<file path="config.mk">
export PLATFORM = sky130hd
export DESIGN_NAME = pmwc_ctrl
export DESIGN_NICKNAME = d
export VERILOG_FILES = /design/src/inc/pmwc_pkg.sv /design/src/hdl/pmwc_ctrl.sv
export SDC_FILE = /design/constraint.sdc
export NUM_CORES = 1
export LEC_CHECK = 0
export CORE_ASPECT_RATIO = 0.6
export CORE_UTILIZATION = 62
export DETAILED_ROUTE_END_ITERATION = 16
export DONT_BUFFER_PORTS = 1
export PLACE_DENSITY = 0.79
export SYNTH_ARGS = -nofsm -noshare
export SYNTH_HDL_FRONTEND = slang
export SYNTH_SLANG_ARGS = --single-unit
</file>
<file path="constraint.sdc">
create_clock -name ref_clk -period 2.9 [get_ports ref_clk]
set_clock_uncertainty 0.1 [all_clocks]
set_input_delay 0.435 -clock ref_clk [delete_from_list [all_inputs] [get_ports ref_clk]]
set_output_delay 0.435 -clock ref_clk [all_outputs]
set_load 0.02 [all_outputs]
</file>
<file path="src/inc/pmwc_pkg.sv">
package pmwc_pkg;
    localparam int unsigned CLK_MHZ       = 100;
    localparam int unsigned WAKE_IDLE_US  = 14;
    localparam int unsigned WAKE_STBY_US  = 151;
    localparam int unsigned WAKE_SHUT_US  = 1015;
    localparam int unsigned WAKE_IDLE_CYC = WAKE_IDLE_US * CLK_MHZ;
    localparam int unsigned WAKE_STBY_CYC = WAKE_STBY_US * CLK_MHZ;
    localparam int unsigned WAKE_SHUT_CYC = WAKE_SHUT_US * CLK_MHZ;
    localparam int unsigned BOD_PERIOD    = 64;
    localparam int unsigned N_IO          = 31;
    // register word offsets (byte addresses)
    localparam logic [4:0] REG_MODE     = 5'h00;
    localparam logic [4:0] REG_STATUS   = 5'h04;
    localparam logic [4:0] REG_RETAIN   = 5'h08;
    localparam logic [4:0] REG_CLKCFG   = 5'h0C;
    localparam logic [4:0] REG_WAKECFG  = 5'h10;
    localparam logic [4:0] REG_RSTCAUSE = 5'h14;
    localparam logic [4:0] REG_RTC_CMP0 = 5'h18;
    // field positions and register reset values
    localparam int unsigned CLK_CACHE_OFF = 0;
    localparam int unsigned CLK_SLOW_XTAL = 1;
    localparam int unsigned CLK_OUT_EN    = 2;
    localparam int unsigned WK_RTC_EN     = 0;
    localparam int unsigned WK_SC_EN      = 1;
    localparam logic [3:0]  RETAIN_RST    = 4'hF;
    localparam logic [2:0]  CLKCFG_RST    = 3'h0;
    localparam logic [1:0]  WAKECFG_RST   = 2'h3;
    typedef enum logic [1:0] {
        PMWC_REQ_NONE  = 2'h0,
        PMWC_REQ_IDLE  = 2'h1,
        PMWC_REQ_STBY  = 2'h2,
        PMWC_REQ_SHUT  = 2'h3
    } pmwc_req_t;
    // gray along active->idle->wake and active->standby->wake
    typedef enum logic [2:0] {
        PMWC_ACTIVE  = 3'h0,
        PMWC_IDLE    = 3'h1,
        PMWC_WAKE    = 3'h3,
        PMWC_STANDBY = 3'h2,
        PMWC_SHUTDN  = 3'h6,
        PMWC_RSTHELD = 3'h7
    } pmwc_state_t;
    typedef enum logic [1:0] {
        PMWC_CAUSE_POR   = 2'h0,
        PMWC_CAUSE_PIN   = 2'h1,
        PMWC_CAUSE_WAKE  = 2'h2
    } pmwc_cause_t;
    typedef struct packed {
        logic       cpu_clk_en;
        logic       mem_clk_en;
        logic       periph_clk_en;
        logic       flash_on;
        logic       radio_on;
        logic       fast_clk_en;
        logic       slow_clk_en;
        logic       aon_on;
        logic       sensor_on;
        logic [3:0] sram_on;
        logic       io_latch;
        logic       bod_en;
        logic       por_en;
    } pmwc_gate_t;
endpackage

</file>
<file path="src/hdl/pmwc_ctrl.sv">
`timescale 1ns/1ns
`default_nettype none
module pmwc_ctrl (
    input  wire logic                 ref_clk,
    input  wire logic                 rst,
    input  wire logic [4:0]           avs_address,
    input  wire logic                 avs_read,
    input  wire logic                 avs_write,
    input  wire logic [31:0]          avs_writedata,
    input  wire logic [3:0]           avs_byteenable,
    output logic      [31:0]          avs_readdata,
    output logic                      avs_waitrequest,
    input  wire logic                 irq_any,
    input  wire logic                 reset_pin_n,
    input  wire logic                 por_event,
    input  wire logic [30:0]          io_in,
    input  wire logic [30:0]          io_wake_en,
    input  wire logic                 rtc_event,
    input  wire logic                 sc_wake,
    input  wire logic                 fast_crystal_osc,
    input  wire logic                 slow_crystal_osc,
    input  wire logic                 slow_rc_osc,
    output logic                      clk48_en,
    output logic                      slow_clk_sel,
    output logic                      slow_clk_out_en,
    output logic                      cache_as_ram,
    output logic                      brownout_detector,
    output logic                      cpu_resume,
    output logic                      sys_reset,
    output logic      [30:0]          io_hold_val,
    output pmwc_pkg::pmwc_gate_t      gate
);
    // pin inputs, two-flop synchronised
    logic [30:0] io_s1, io_s2, io_prev;
    logic [1:0]  rpin_s, rtc_s, sc_s, irq_s;
    logic [2:0]  osc_s1, osc_s2;
    always_ff @(posedge ref_clk) begin
        io_s1  <= io_in;
        io_s2  <= io_s1;
        osc_s1 <= {fast_crystal_osc, slow_crystal_osc, slow_rc_osc};
        osc_s2 <= osc_s1;
        rpin_s <= {rpin_s[0], ~reset_pin_n};
        rtc_s  <= {rtc_s[0], rtc_event};
        sc_s   <= {sc_s[0], sc_wake};
        irq_s  <= {irq_s[0], irq_any};
    end
    always_ff @(posedge ref_clk) begin
        io_prev <= io_s2;
    end

    pmwc_pkg::pmwc_state_t state;
    pmwc_pkg::pmwc_state_t next_state;
    pmwc_pkg::pmwc_state_t wake_from;
    logic [3:0]  retain;
    logic [2:0]  clkcfg;
    logic [1:0]  wakecfg;
    logic [1:0]  cause;
    logic [16:0] wake_cnt;
    logic [6:0]  bod_cnt;
    logic        req_pend;
    pmwc_pkg::pmwc_req_t req;

    wire logic pin_wake = |((io_s2 ^ io_prev) & io_wake_en);
    wire logic rpin     = rpin_s[1];
    wire logic rtc_wk   = rtc_s[1] & wakecfg[pmwc_pkg::WK_RTC_EN];
    wire logic sc_wk    = sc_s[1] & wakecfg[pmwc_pkg::WK_SC_EN];
    wire logic wr       = avs_write;
    wire logic fast_ok  = osc_s2[2];
    wire logic xtal_ok  = osc_s2[1];
    wire logic rc_ok    = osc_s2[0];
    wire logic count_done = (wake_cnt == 17'h00000);

    function automatic logic [16:0] wake_len(input pmwc_pkg::pmwc_state_t s);
        case (s)
            pmwc_pkg::PMWC_IDLE:    wake_len = 17'(pmwc_pkg::WAKE_IDLE_CYC - 1);
            pmwc_pkg::PMWC_STANDBY: wake_len = 17'(pmwc_pkg::WAKE_STBY_CYC - 1);
            default:                wake_len = 17'(pmwc_pkg::WAKE_SHUT_CYC - 1);
        endcase
    endfunction

    // writes take no wait; a read waits one cycle so its registered data stands
    logic rd_done;
    always_ff @(posedge ref_clk) begin
        if (rst)
            rd_done <= 1'b0;
        else
            rd_done <= avs_read && !rd_done;
    end
    assign avs_waitrequest = avs_read && !rd_done;

    always_ff @(posedge ref_clk) begin
        if (rst) begin
            req_pend <= 1'b0;
            req      <= pmwc_pkg::PMWC_REQ_NONE;
        end else if (wr && avs_address == pmwc_pkg::REG_MODE && avs_byteenable[0]) begin
            req_pend <= avs_writedata[1:0] != 2'h0;
            req      <= pmwc_pkg::pmwc_req_t'(avs_writedata[1:0]);
        end else if (state == pmwc_pkg::PMWC_ACTIVE) begin
            req_pend <= 1'b0;
        end
    end

    // config resets on shutdown-wake as well
    always_ff @(posedge ref_clk) begin
        if (rst || sys_reset) begin
            retain  <= pmwc_pkg::RETAIN_RST;
            clkcfg  <= pmwc_pkg::CLKCFG_RST;
            wakecfg <= pmwc_pkg::WAKECFG_RST;
        end else if (wr && avs_byteenable[0]) begin
            case (avs_address)
                pmwc_pkg::REG_RETAIN:  retain  <= avs_writedata[3:0];
                pmwc_pkg::REG_CLKCFG:  clkcfg  <= avs_writedata[2:0];
                pmwc_pkg::REG_WAKECFG: wakecfg <= avs_writedata[1:0];
                default: ;
            endcase
        end
    end

    // cause register survives the wake it records
    always_ff @(posedge ref_clk) begin
        if (rst || por_event)
            cause <= pmwc_pkg::PMWC_CAUSE_POR;
        else if (state == pmwc_pkg::PMWC_RSTHELD)
            cause <= pmwc_pkg::PMWC_CAUSE_PIN;
        else if (state == pmwc_pkg::PMWC_SHUTDN && pin_wake)
            cause <= pmwc_pkg::PMWC_CAUSE_WAKE;
    end

    always_comb begin
        next_state = state;
        case (state)
            pmwc_pkg::PMWC_ACTIVE:
                if (req_pend) begin
                    case (req)
                        pmwc_pkg::PMWC_REQ_IDLE: next_state = pmwc_pkg::PMWC_IDLE;
                        pmwc_pkg::PMWC_REQ_STBY: next_state = pmwc_pkg::PMWC_STANDBY;
                        pmwc_pkg::PMWC_REQ_SHUT: next_state = pmwc_pkg::PMWC_SHUTDN;
                        default: ;
                    endcase
                end
            pmwc_pkg::PMWC_IDLE:
                if (irq_s[1] || pin_wake || rtc_wk || sc_wk)
                    next_state = pmwc_pkg::PMWC_WAKE;
            pmwc_pkg::PMWC_STANDBY:
                if (pin_wake || rtc_wk || sc_wk)
                    next_state = pmwc_pkg::PMWC_WAKE;
            pmwc_pkg::PMWC_SHUTDN:
                if (pin_wake)
                    next_state = pmwc_pkg::PMWC_WAKE;
            pmwc_pkg::PMWC_WAKE:
                if (count_done)
                    next_state = pmwc_pkg::PMWC_ACTIVE;
            pmwc_pkg::PMWC_RSTHELD:
                if (!rpin)
                    next_state = pmwc_pkg::PMWC_WAKE;
            default: next_state = pmwc_pkg::PMWC_ACTIVE;
        endcase
        if (rpin)
            next_state = pmwc_pkg::PMWC_RSTHELD;
    end

    always_ff @(posedge ref_clk) begin
        if (rst)
            state <= pmwc_pkg::PMWC_ACTIVE;
        else
            state <= next_state;
    end

    always_ff @(posedge ref_clk) begin
        if (rst) begin
            wake_from <= pmwc_pkg::PMWC_ACTIVE;
            wake_cnt  <= 17'h00000;
        end else if (next_state == pmwc_pkg::PMWC_WAKE && state != pmwc_pkg::PMWC_WAKE) begin
            wake_from <= state;
            wake_cnt  <= wake_len(state);
        end else if (!count_done) begin
            wake_cnt  <= wake_cnt - 17'h00001;
        end
    end

    // io latch value captured on entry to standby/shutdown
    always_ff @(posedge ref_clk) begin
        if (rst)
            io_hold_val <= 31'h00000000;
        else if (state == pmwc_pkg::PMWC_ACTIVE && next_state != pmwc_pkg::PMWC_ACTIVE
                 && next_state != pmwc_pkg::PMWC_IDLE)
            io_hold_val <= io_s2;
    end

    wire logic low = state == pmwc_pkg::PMWC_STANDBY;
    wire logic off = state == pmwc_pkg::PMWC_SHUTDN || state == pmwc_pkg::PMWC_RSTHELD;
    wire logic wk_shut = state == pmwc_pkg::PMWC_WAKE && (wake_from == pmwc_pkg::PMWC_SHUTDN
                         || wake_from == pmwc_pkg::PMWC_RSTHELD);

    always_ff @(posedge ref_clk) begin
        if (rst)
            bod_cnt <= 7'h00;
        else
            bod_cnt <= (bod_cnt == 7'(pmwc_pkg::BOD_PERIOD - 1)) ? 7'h00 : bod_cnt + 7'h01;
    end

    always_ff @(posedge ref_clk) begin
        if (rst) begin
            gate              <= '0;
            brownout_detector <= 1'b0;
            sys_reset         <= 1'b1;
            cpu_resume        <= 1'b0;
            clk48_en          <= 1'b0;
            slow_clk_sel      <= 1'b0;
            slow_clk_out_en   <= 1'b0;
            cache_as_ram      <= 1'b0;
        end else begin
            gate.cpu_clk_en    <= state == pmwc_pkg::PMWC_ACTIVE;
            gate.mem_clk_en    <= state == pmwc_pkg::PMWC_ACTIVE;
            gate.periph_clk_en <= !low && !off;
            gate.flash_on      <= !low && !off;
            gate.radio_on      <= !low && !off;
            gate.fast_clk_en   <= !low && !off;
            gate.slow_clk_en   <= !off;
            gate.aon_on        <= !off;
            gate.sensor_on     <= !off;
            gate.sram_on       <= off ? 4'h0 : (low ? retain : 4'hF);
            gate.io_latch      <= low || off;
            gate.bod_en        <= !off;
            gate.por_en        <= 1'b1;
            brownout_detector  <= off ? 1'b0 : (low ? bod_cnt == 7'h00 : 1'b1);
            sys_reset          <= off || wk_shut;
            cpu_resume         <= state == pmwc_pkg::PMWC_WAKE && count_done
                                  && !wk_shut;
            clk48_en           <= fast_ok && !low && !off;
            slow_clk_sel       <= clkcfg[pmwc_pkg::CLK_SLOW_XTAL] && xtal_ok;
            slow_clk_out_en    <= clkcfg[pmwc_pkg::CLK_OUT_EN] && !off
                                  && (rc_ok || xtal_ok);
            cache_as_ram       <= clkcfg[pmwc_pkg::CLK_CACHE_OFF];
        end
    end

    always_ff @(posedge ref_clk) begin
        if (rst)
            avs_readdata <= 32'h00000000;
        else if (avs_read && !rd_done) begin
            case (avs_address)
                pmwc_pkg::REG_MODE:     avs_readdata <= {30'h0, req};
                pmwc_pkg::REG_STATUS:   avs_readdata <= {29'h0, state};
                pmwc_pkg::REG_RETAIN:   avs_readdata <= {28'h0, retain};
                pmwc_pkg::REG_CLKCFG:   avs_readdata <= {29'h0, clkcfg};
                pmwc_pkg::REG_WAKECFG:  avs_readdata <= {30'h0, wakecfg};
                pmwc_pkg::REG_RSTCAUSE: avs_readdata <= {30'h0, cause};
                default:                avs_readdata <= 32'h00000000;
            endcase
        end
    end
endmodule
`default_nettype wire

</file>
# Word level (Yosys, flattened, before mapping)
# Index checks and enable logic that the tools add are counted.
# word_totals
ff_bits	231
inputBits	115
output_inout_bits	87
word_cells	130
# op_classes
addsub	2
eq_ne	20
n_mux	19
bitwise	5
n_reduce_logical	48
# op_table
operator	n
$mux W17	2
$pmux W17 S2	1
$and A31 B31 Y31	1
$reduce_or A31 Y1	1
$xor A31 B31 Y31	1
$pmux W4 S6	1
$mux W3	6
$pmux W3 S6	1
$logic_and A1 B1 Y1	17
$logic_not A17 Y1	1
$sub A17 B1 Y17 const B	1
$eq A3 B3 Y1 const B	4
$logic_or A1 B1 Y1	12
$eq A5 B4 Y1 const B	2
$eq A5 B5 Y1 const B	2
$eq A3 B2 Y1 const B	3
$pmux W3 S3	1
$add A7 B1 Y7 const B	1
$eq A7 B6 Y1 const B	1
$logic_not A7 Y1	1
$mux W1	6
$reduce_and A2 Y1	3
$reduce_bool A2 Y1	3
$reduce_or A2 Y1	3
other kinds (14)	19

# Logic depth before layout (Yosys ltp)
# depth
ltp_word	12
mapped_depth	10
ltp_nobuf	8

# Worst setup path after synthesis
# OpenSTA, ideal clock, no wires.
# synth_path
kind	register to register
startpoint	register wake_cnt[11]
endpoint	register io_hold_val[0]
setup_time_ns	0.128
t_arrival_ns	2.381
required_ns	2.672
setup_slack_ns	0.291
path_stages_with_launch	10
n_path_buf	2
period_less_slack_ns	2.609
cell_sequence	dfxtp_1 -> or3_4 -> or4_4 -> or4_4 -> a21o_1 -> nor2b_4 -> buf_6 -> buf_6 -> mux2i_1 -> nor2_1
# synth_between
elab_chain_cells	7
word_cells_on_any_way	8
classes_between	eq/ne (1); mux (3); reduce/logical (4)
# synth_lines
item	line	text
start: declaration	pmwc_ctrl.sv:58	logic [16:0] wake_cnt;
start signal: assignment	pmwc_ctrl.sv:175	wake_cnt <= wake_len(state);
start signal: assignment	pmwc_ctrl.sv:177	wake_cnt <= wake_cnt - 17'h00001;
$logic_not A17 Y1 (*)	pmwc_ctrl.sv:71	wire logic count_done = (wake_cnt == 17'h00000);
$mux W3 (*)	pmwc_ctrl.sv:151	if (count_done)
$pmux W3 S6 (*)	pmwc_ctrl.sv:131	case (state)
$mux W3 (*)	pmwc_ctrl.sv:158	if (rpin)
$reduce_bool A3 Y1	pmwc_ctrl.sv:185	else if (state == pmwc_pkg::PMWC_ACTIVE && next_state != pmwc_pkg::PMWC_ACTIVE
$logic_and A1 B1 Y1	pmwc_ctrl.sv:185	
$logic_and A1 B1 Y1 (*)	pmwc_ctrl.sv:186	&& next_state != pmwc_pkg::PMWC_IDLE)
end signal: assignment	pmwc_ctrl.sv:187	io_hold_val <= io_s2;
end: declaration	pmwc_ctrl.sv:30	output logic [30:0] io_hold_val,
# Every way passes the cells marked *; elsewhere a longest branch is shown, timed or not.
# A chain may end at the register's enable or synchronous reset.

# Worst setup path after layout
# layout_path
startpoint	register wake_cnt[11]
endpoint	register io_hold_val[2]
# Same word-level chain as after synthesis.

==> impl_metrics.csv <==
group,metric,value,unit
logic_synthesis,synth_seq_cells,202,
routing,routed_via_density,5.51,
worst_setup_path,critPathRequiredTime,3.15,ns
routing,wl_met1,6.21,mm
logic_synthesis,yosysSeqAreaShare,0.594,
worst_setup_path,max_stage_delay,0.47,ns
routing,ant_nets,0,
job,cap_violations,0,
worst_setup_path,cp-startpoint,"wake_cnt[11]",
routing,top_layer,"met4",
clock_tree,cts_buffers,18,
pwr,p_leak,3.19,nW
logic_synthesis,synth.distinct_cells,48,
sta,setup-tns-final,0,ns
logic_synthesis,synth_fa_ha_area_frac,0.00735,
final_layout,final_net_count,771,
floorplan,die_h,83.2,um
worst_setup_path,crit_type,"reg -> reg",
worst_setup_path,cpMostUsedCell,"or4_4",
logic_synthesis,synth_enable_flop_cells,0,
logic_synthesis,postSynthCellCount,611,
clock_tree,clk_latency,0.49,ns
worst_setup_path,crit_fanout,24,
global_routing,antenna_found_initial,0,
clock_tree,root_buffer,"clkbuf_16",
pwr,ir_drop,0.499,mV
sta,post-route-period-util,0.983,
clock_tree,clk_pin_slew_worst_paths,0.06,ns
logic_synthesis,ys.flop_type,"dfxtp_1",
clock_tree,cts_tree,"built",
logic_synthesis,synth-xor-area-share,0.0630,
global_routing,grt_pass1_wl,22.1,mm
sta,fin_crit,2.85,ns
global_routing,grt_max_degree,60,
placement,port_buffers,0,
worst_setup_path,start_kind,"flip-flop",
routing,drt-total-wl,14.0,mm
floorplan,fp.dieW,137,um
floorplan,start_util,0.641,
routing,dr.pass1.iters,5,
worst_setup_path,cp_num_buf_inv,1,
logic_synthesis,synth-simple-area-share,0.117,
floorplan,dieArea,0.0114,sq mm
logic_synthesis,synthMuxAreaShare,0.0937,
final_layout,area_growth,13.8,%
floorplan,ios,202,
pwr,p_per_area,832,mW/mm^2
clock_tree,cts_sinks,202,
floorplan,num_rows,29,
min_path,hp-class,"in -> reg",
sta,fmax,0.351,GHz
placement,dp_hpwl,9.05,mm
routing,wl_met3,1.05,mm
floorplan,core_area,0.0106,sq mm
worst_setup_path,cp.arrival,3.10,ns
sta,worstMarginPinSlew,0.762,ns
placement,gp_congestion,0.771,
routing,wl_per_cell,17.5,um
sta,setup_violations,0,
min_path,min-delay-start,"rst",
routing,drt_iter0_drc,321,
clock_tree,htree_levels,1,
global_routing,grt_pass1_vias,4404,
routing,drc,0,
worst_setup_path,path_cells,"or3_4, or4_4, or4_4, a21o_1, nor2b_4, buf_12, mux2i_1, nor2_1",
clock_tree,cts_max_path_buffers,3,
final_layout,antenna_cells,0,
run_status,status,"complete, no violations",
clock_tree,cts_resized,0,
final_layout,layout-drive-gt1-share,0.0636,
logic_synthesis,postSynth.asyncResetShare,0,
sta,grt_setup_unrepaired,"no",
sta,slew_headroom,0.491,
logic_synthesis,synth_top_family_by_area,"simple AND/OR/NAND/NOR gates",
final_layout,fin_util,0.729,
sta,hold_violations,0,
worst_setup_path,crit_family,"simple AND/OR/NAND/NOR gates",
pwr,power,0.00645,W
global_routing,track_usage,0.248,
logic_synthesis,ys_warn_count,0,
routing,routed-via-count,4403,
worst_setup_path,critPathSlowestCell,"or4_4",
logic_synthesis,syn_area_per_cell,11.2,sq um
routing,dr_wl_met2,6.37,mm
global_routing,globalRouteOverflowTotal,0,
worst_setup_path,end_kind,"flip-flop",
sta,maxSlewViolCount,0,
logic_synthesis,synth_compound_area_frac,0.0619,
logic_synthesis,synth_area,0.00681,sq mm
worst_setup_path,worstReg2RegStart,"wake_cnt[11]",
[area by class of cell]
class | instances | area [sq um]
clock buffer | 23 | 479
clock inverter | 5 | 42.5
fill | 715 | 2880
inverter | 12 | 45.0
multi-input combinational | 369 | 2440
sequential | 202 | 4040
tap | 139 | 174
timing repair buffer | 49 | 523
[kinds of logic (layout without fill, tap and decap cells)]
kind of cell | after synthesis | count (layout)
DFF | 202 | 202
and+or+nand+nor | 168 | 168
buffers and inverters | 67 | 89
muxes | 61 | 61
AOI/OAI and AO/OA | 59 | 59
xor gates and xnor gates | 49 | 49
adders and majority gates | 4 | 4
other | 1 | 28
[what timing repair did]
item / 4_1_cts / 5_1_grt
buffers inserted: 0 / 0
endpoints found under the hold margin: 104 / 0
hold buffers: 45 / 0
[metal layers]
layer / vias up / GRT usage
met2: 190 / 0.397
met5: - / 0
met3: 38 / 0.0635
li1: 2087 / -
met4: 0 / 0.0859
met1: 2088 / 0.326
[Yosys cell counts, types with 4 or more instances]
cell        n  share of area
dfxtp_1   202           0.59
nor2_1     65          0.036
mux2i_1    57          0.084
xor2_1     41          0.053
buf_4      35          0.039
nand2_1    35          0.019
nor3_1     19          0.014
a22oi_1    16          0.018
a21oi_1    12         0.0088
clkbuf_1   12         0.0066
inv_1      12         0.0066
nand3_1    12         0.0088
or3_1       8         0.0073
xnor2_1     8          0.010
o21ai_0     7         0.0051
buf_6       6         0.0099
nand2b_1    6         0.0055
a211oi_1    5         0.0055
nand4_1     5         0.0046
ha_1        4         0.0073
o21a_1      4         0.0044
[cell usage in the layout, fill, tap and decap left out, drive strengths merged, types with 2 or more instances in the layout]
cell / count
a211oi: 5
a21oi: 12
a22oi: 16
a31oi: 3
and3: 2
buf: 5
clkbuf: 23
clkinv: 4
conb: 28
dfxtp: 202
dlygate4sd3: 44
ha: 4
inv: 12
mux2: 2
mux2i: 57
mux4: 2
nand2: 35
nand2b: 6
nand3: 12
nand4: 5
nor2: 65
nor2b: 3
nor3: 20
nor4: 3
nor4b: 2
o21a: 4
o21ai: 7
o22ai: 2
o31ai: 2
or3: 10
or4: 2
xnor2: 8
xor2: 41
[path summary, 6_finish.rpt]
check                   end  slack (ns)  depth (start not counted)
max          io_hold_val[2]        0.05                          8
min               retain[0]        0.03                          2
max reg2reg  io_hold_val[2]        0.05                          8
min reg2reg       osc_s2[0]        0.22                          0
[metrics by stage]
stage                     std cells  instance area, sq um  hold WS, ns  setup slack (ns)
after floorplan                 638                  6910        0.210             0.291
after global placement          726                  6760        0.210             0.172
after detailed placement        726                  6760        0.212             0.102
after CTS                       799                  7750       0.0125            0.0834
after global routing            799                  7750       0.0476           0.00428
final                           799                  7750       0.0318            0.0493
[registers in the layout, indices dropped and copies added, names as in the netlist, 2 cells and up]
signal	flops
gate	9
retain	4
bod_cnt	7
osc_s2	3
cause	2
io_hold_val	31
state	3
wake_cnt	17
req	2
avs_readdata	4
irq_s	2
clkcfg	3
rtc_s	2
rpin_s	2
io_s2	31
io_prev	31
io_s1	31
wakecfg	2
sc_s	2
osc_s1	3
wake_from	2
[report_power, final]
group / internal (W) / switching [W]
Sequential: 0.00301 / 0.000244
Combinational: 0.000491 / 0.000542
Clock: 0.00117 / 0.000983
[worst reg2reg max path: cells and delay by family, from the launching register on]
| kind | cells | cell delay (ns) |
|---|---|---|
| AND/OR/NAND/NOR | 5 | 1.60 |
| buffers and inverters | 1 | 0.18 |
| multiplexers | 1 | 0.22 |
| AO/OA/AOI/OAI | 1 | 0.28 |
| flip-flops | 1 | 0.34 |
(Power assumes the default switching activity.)
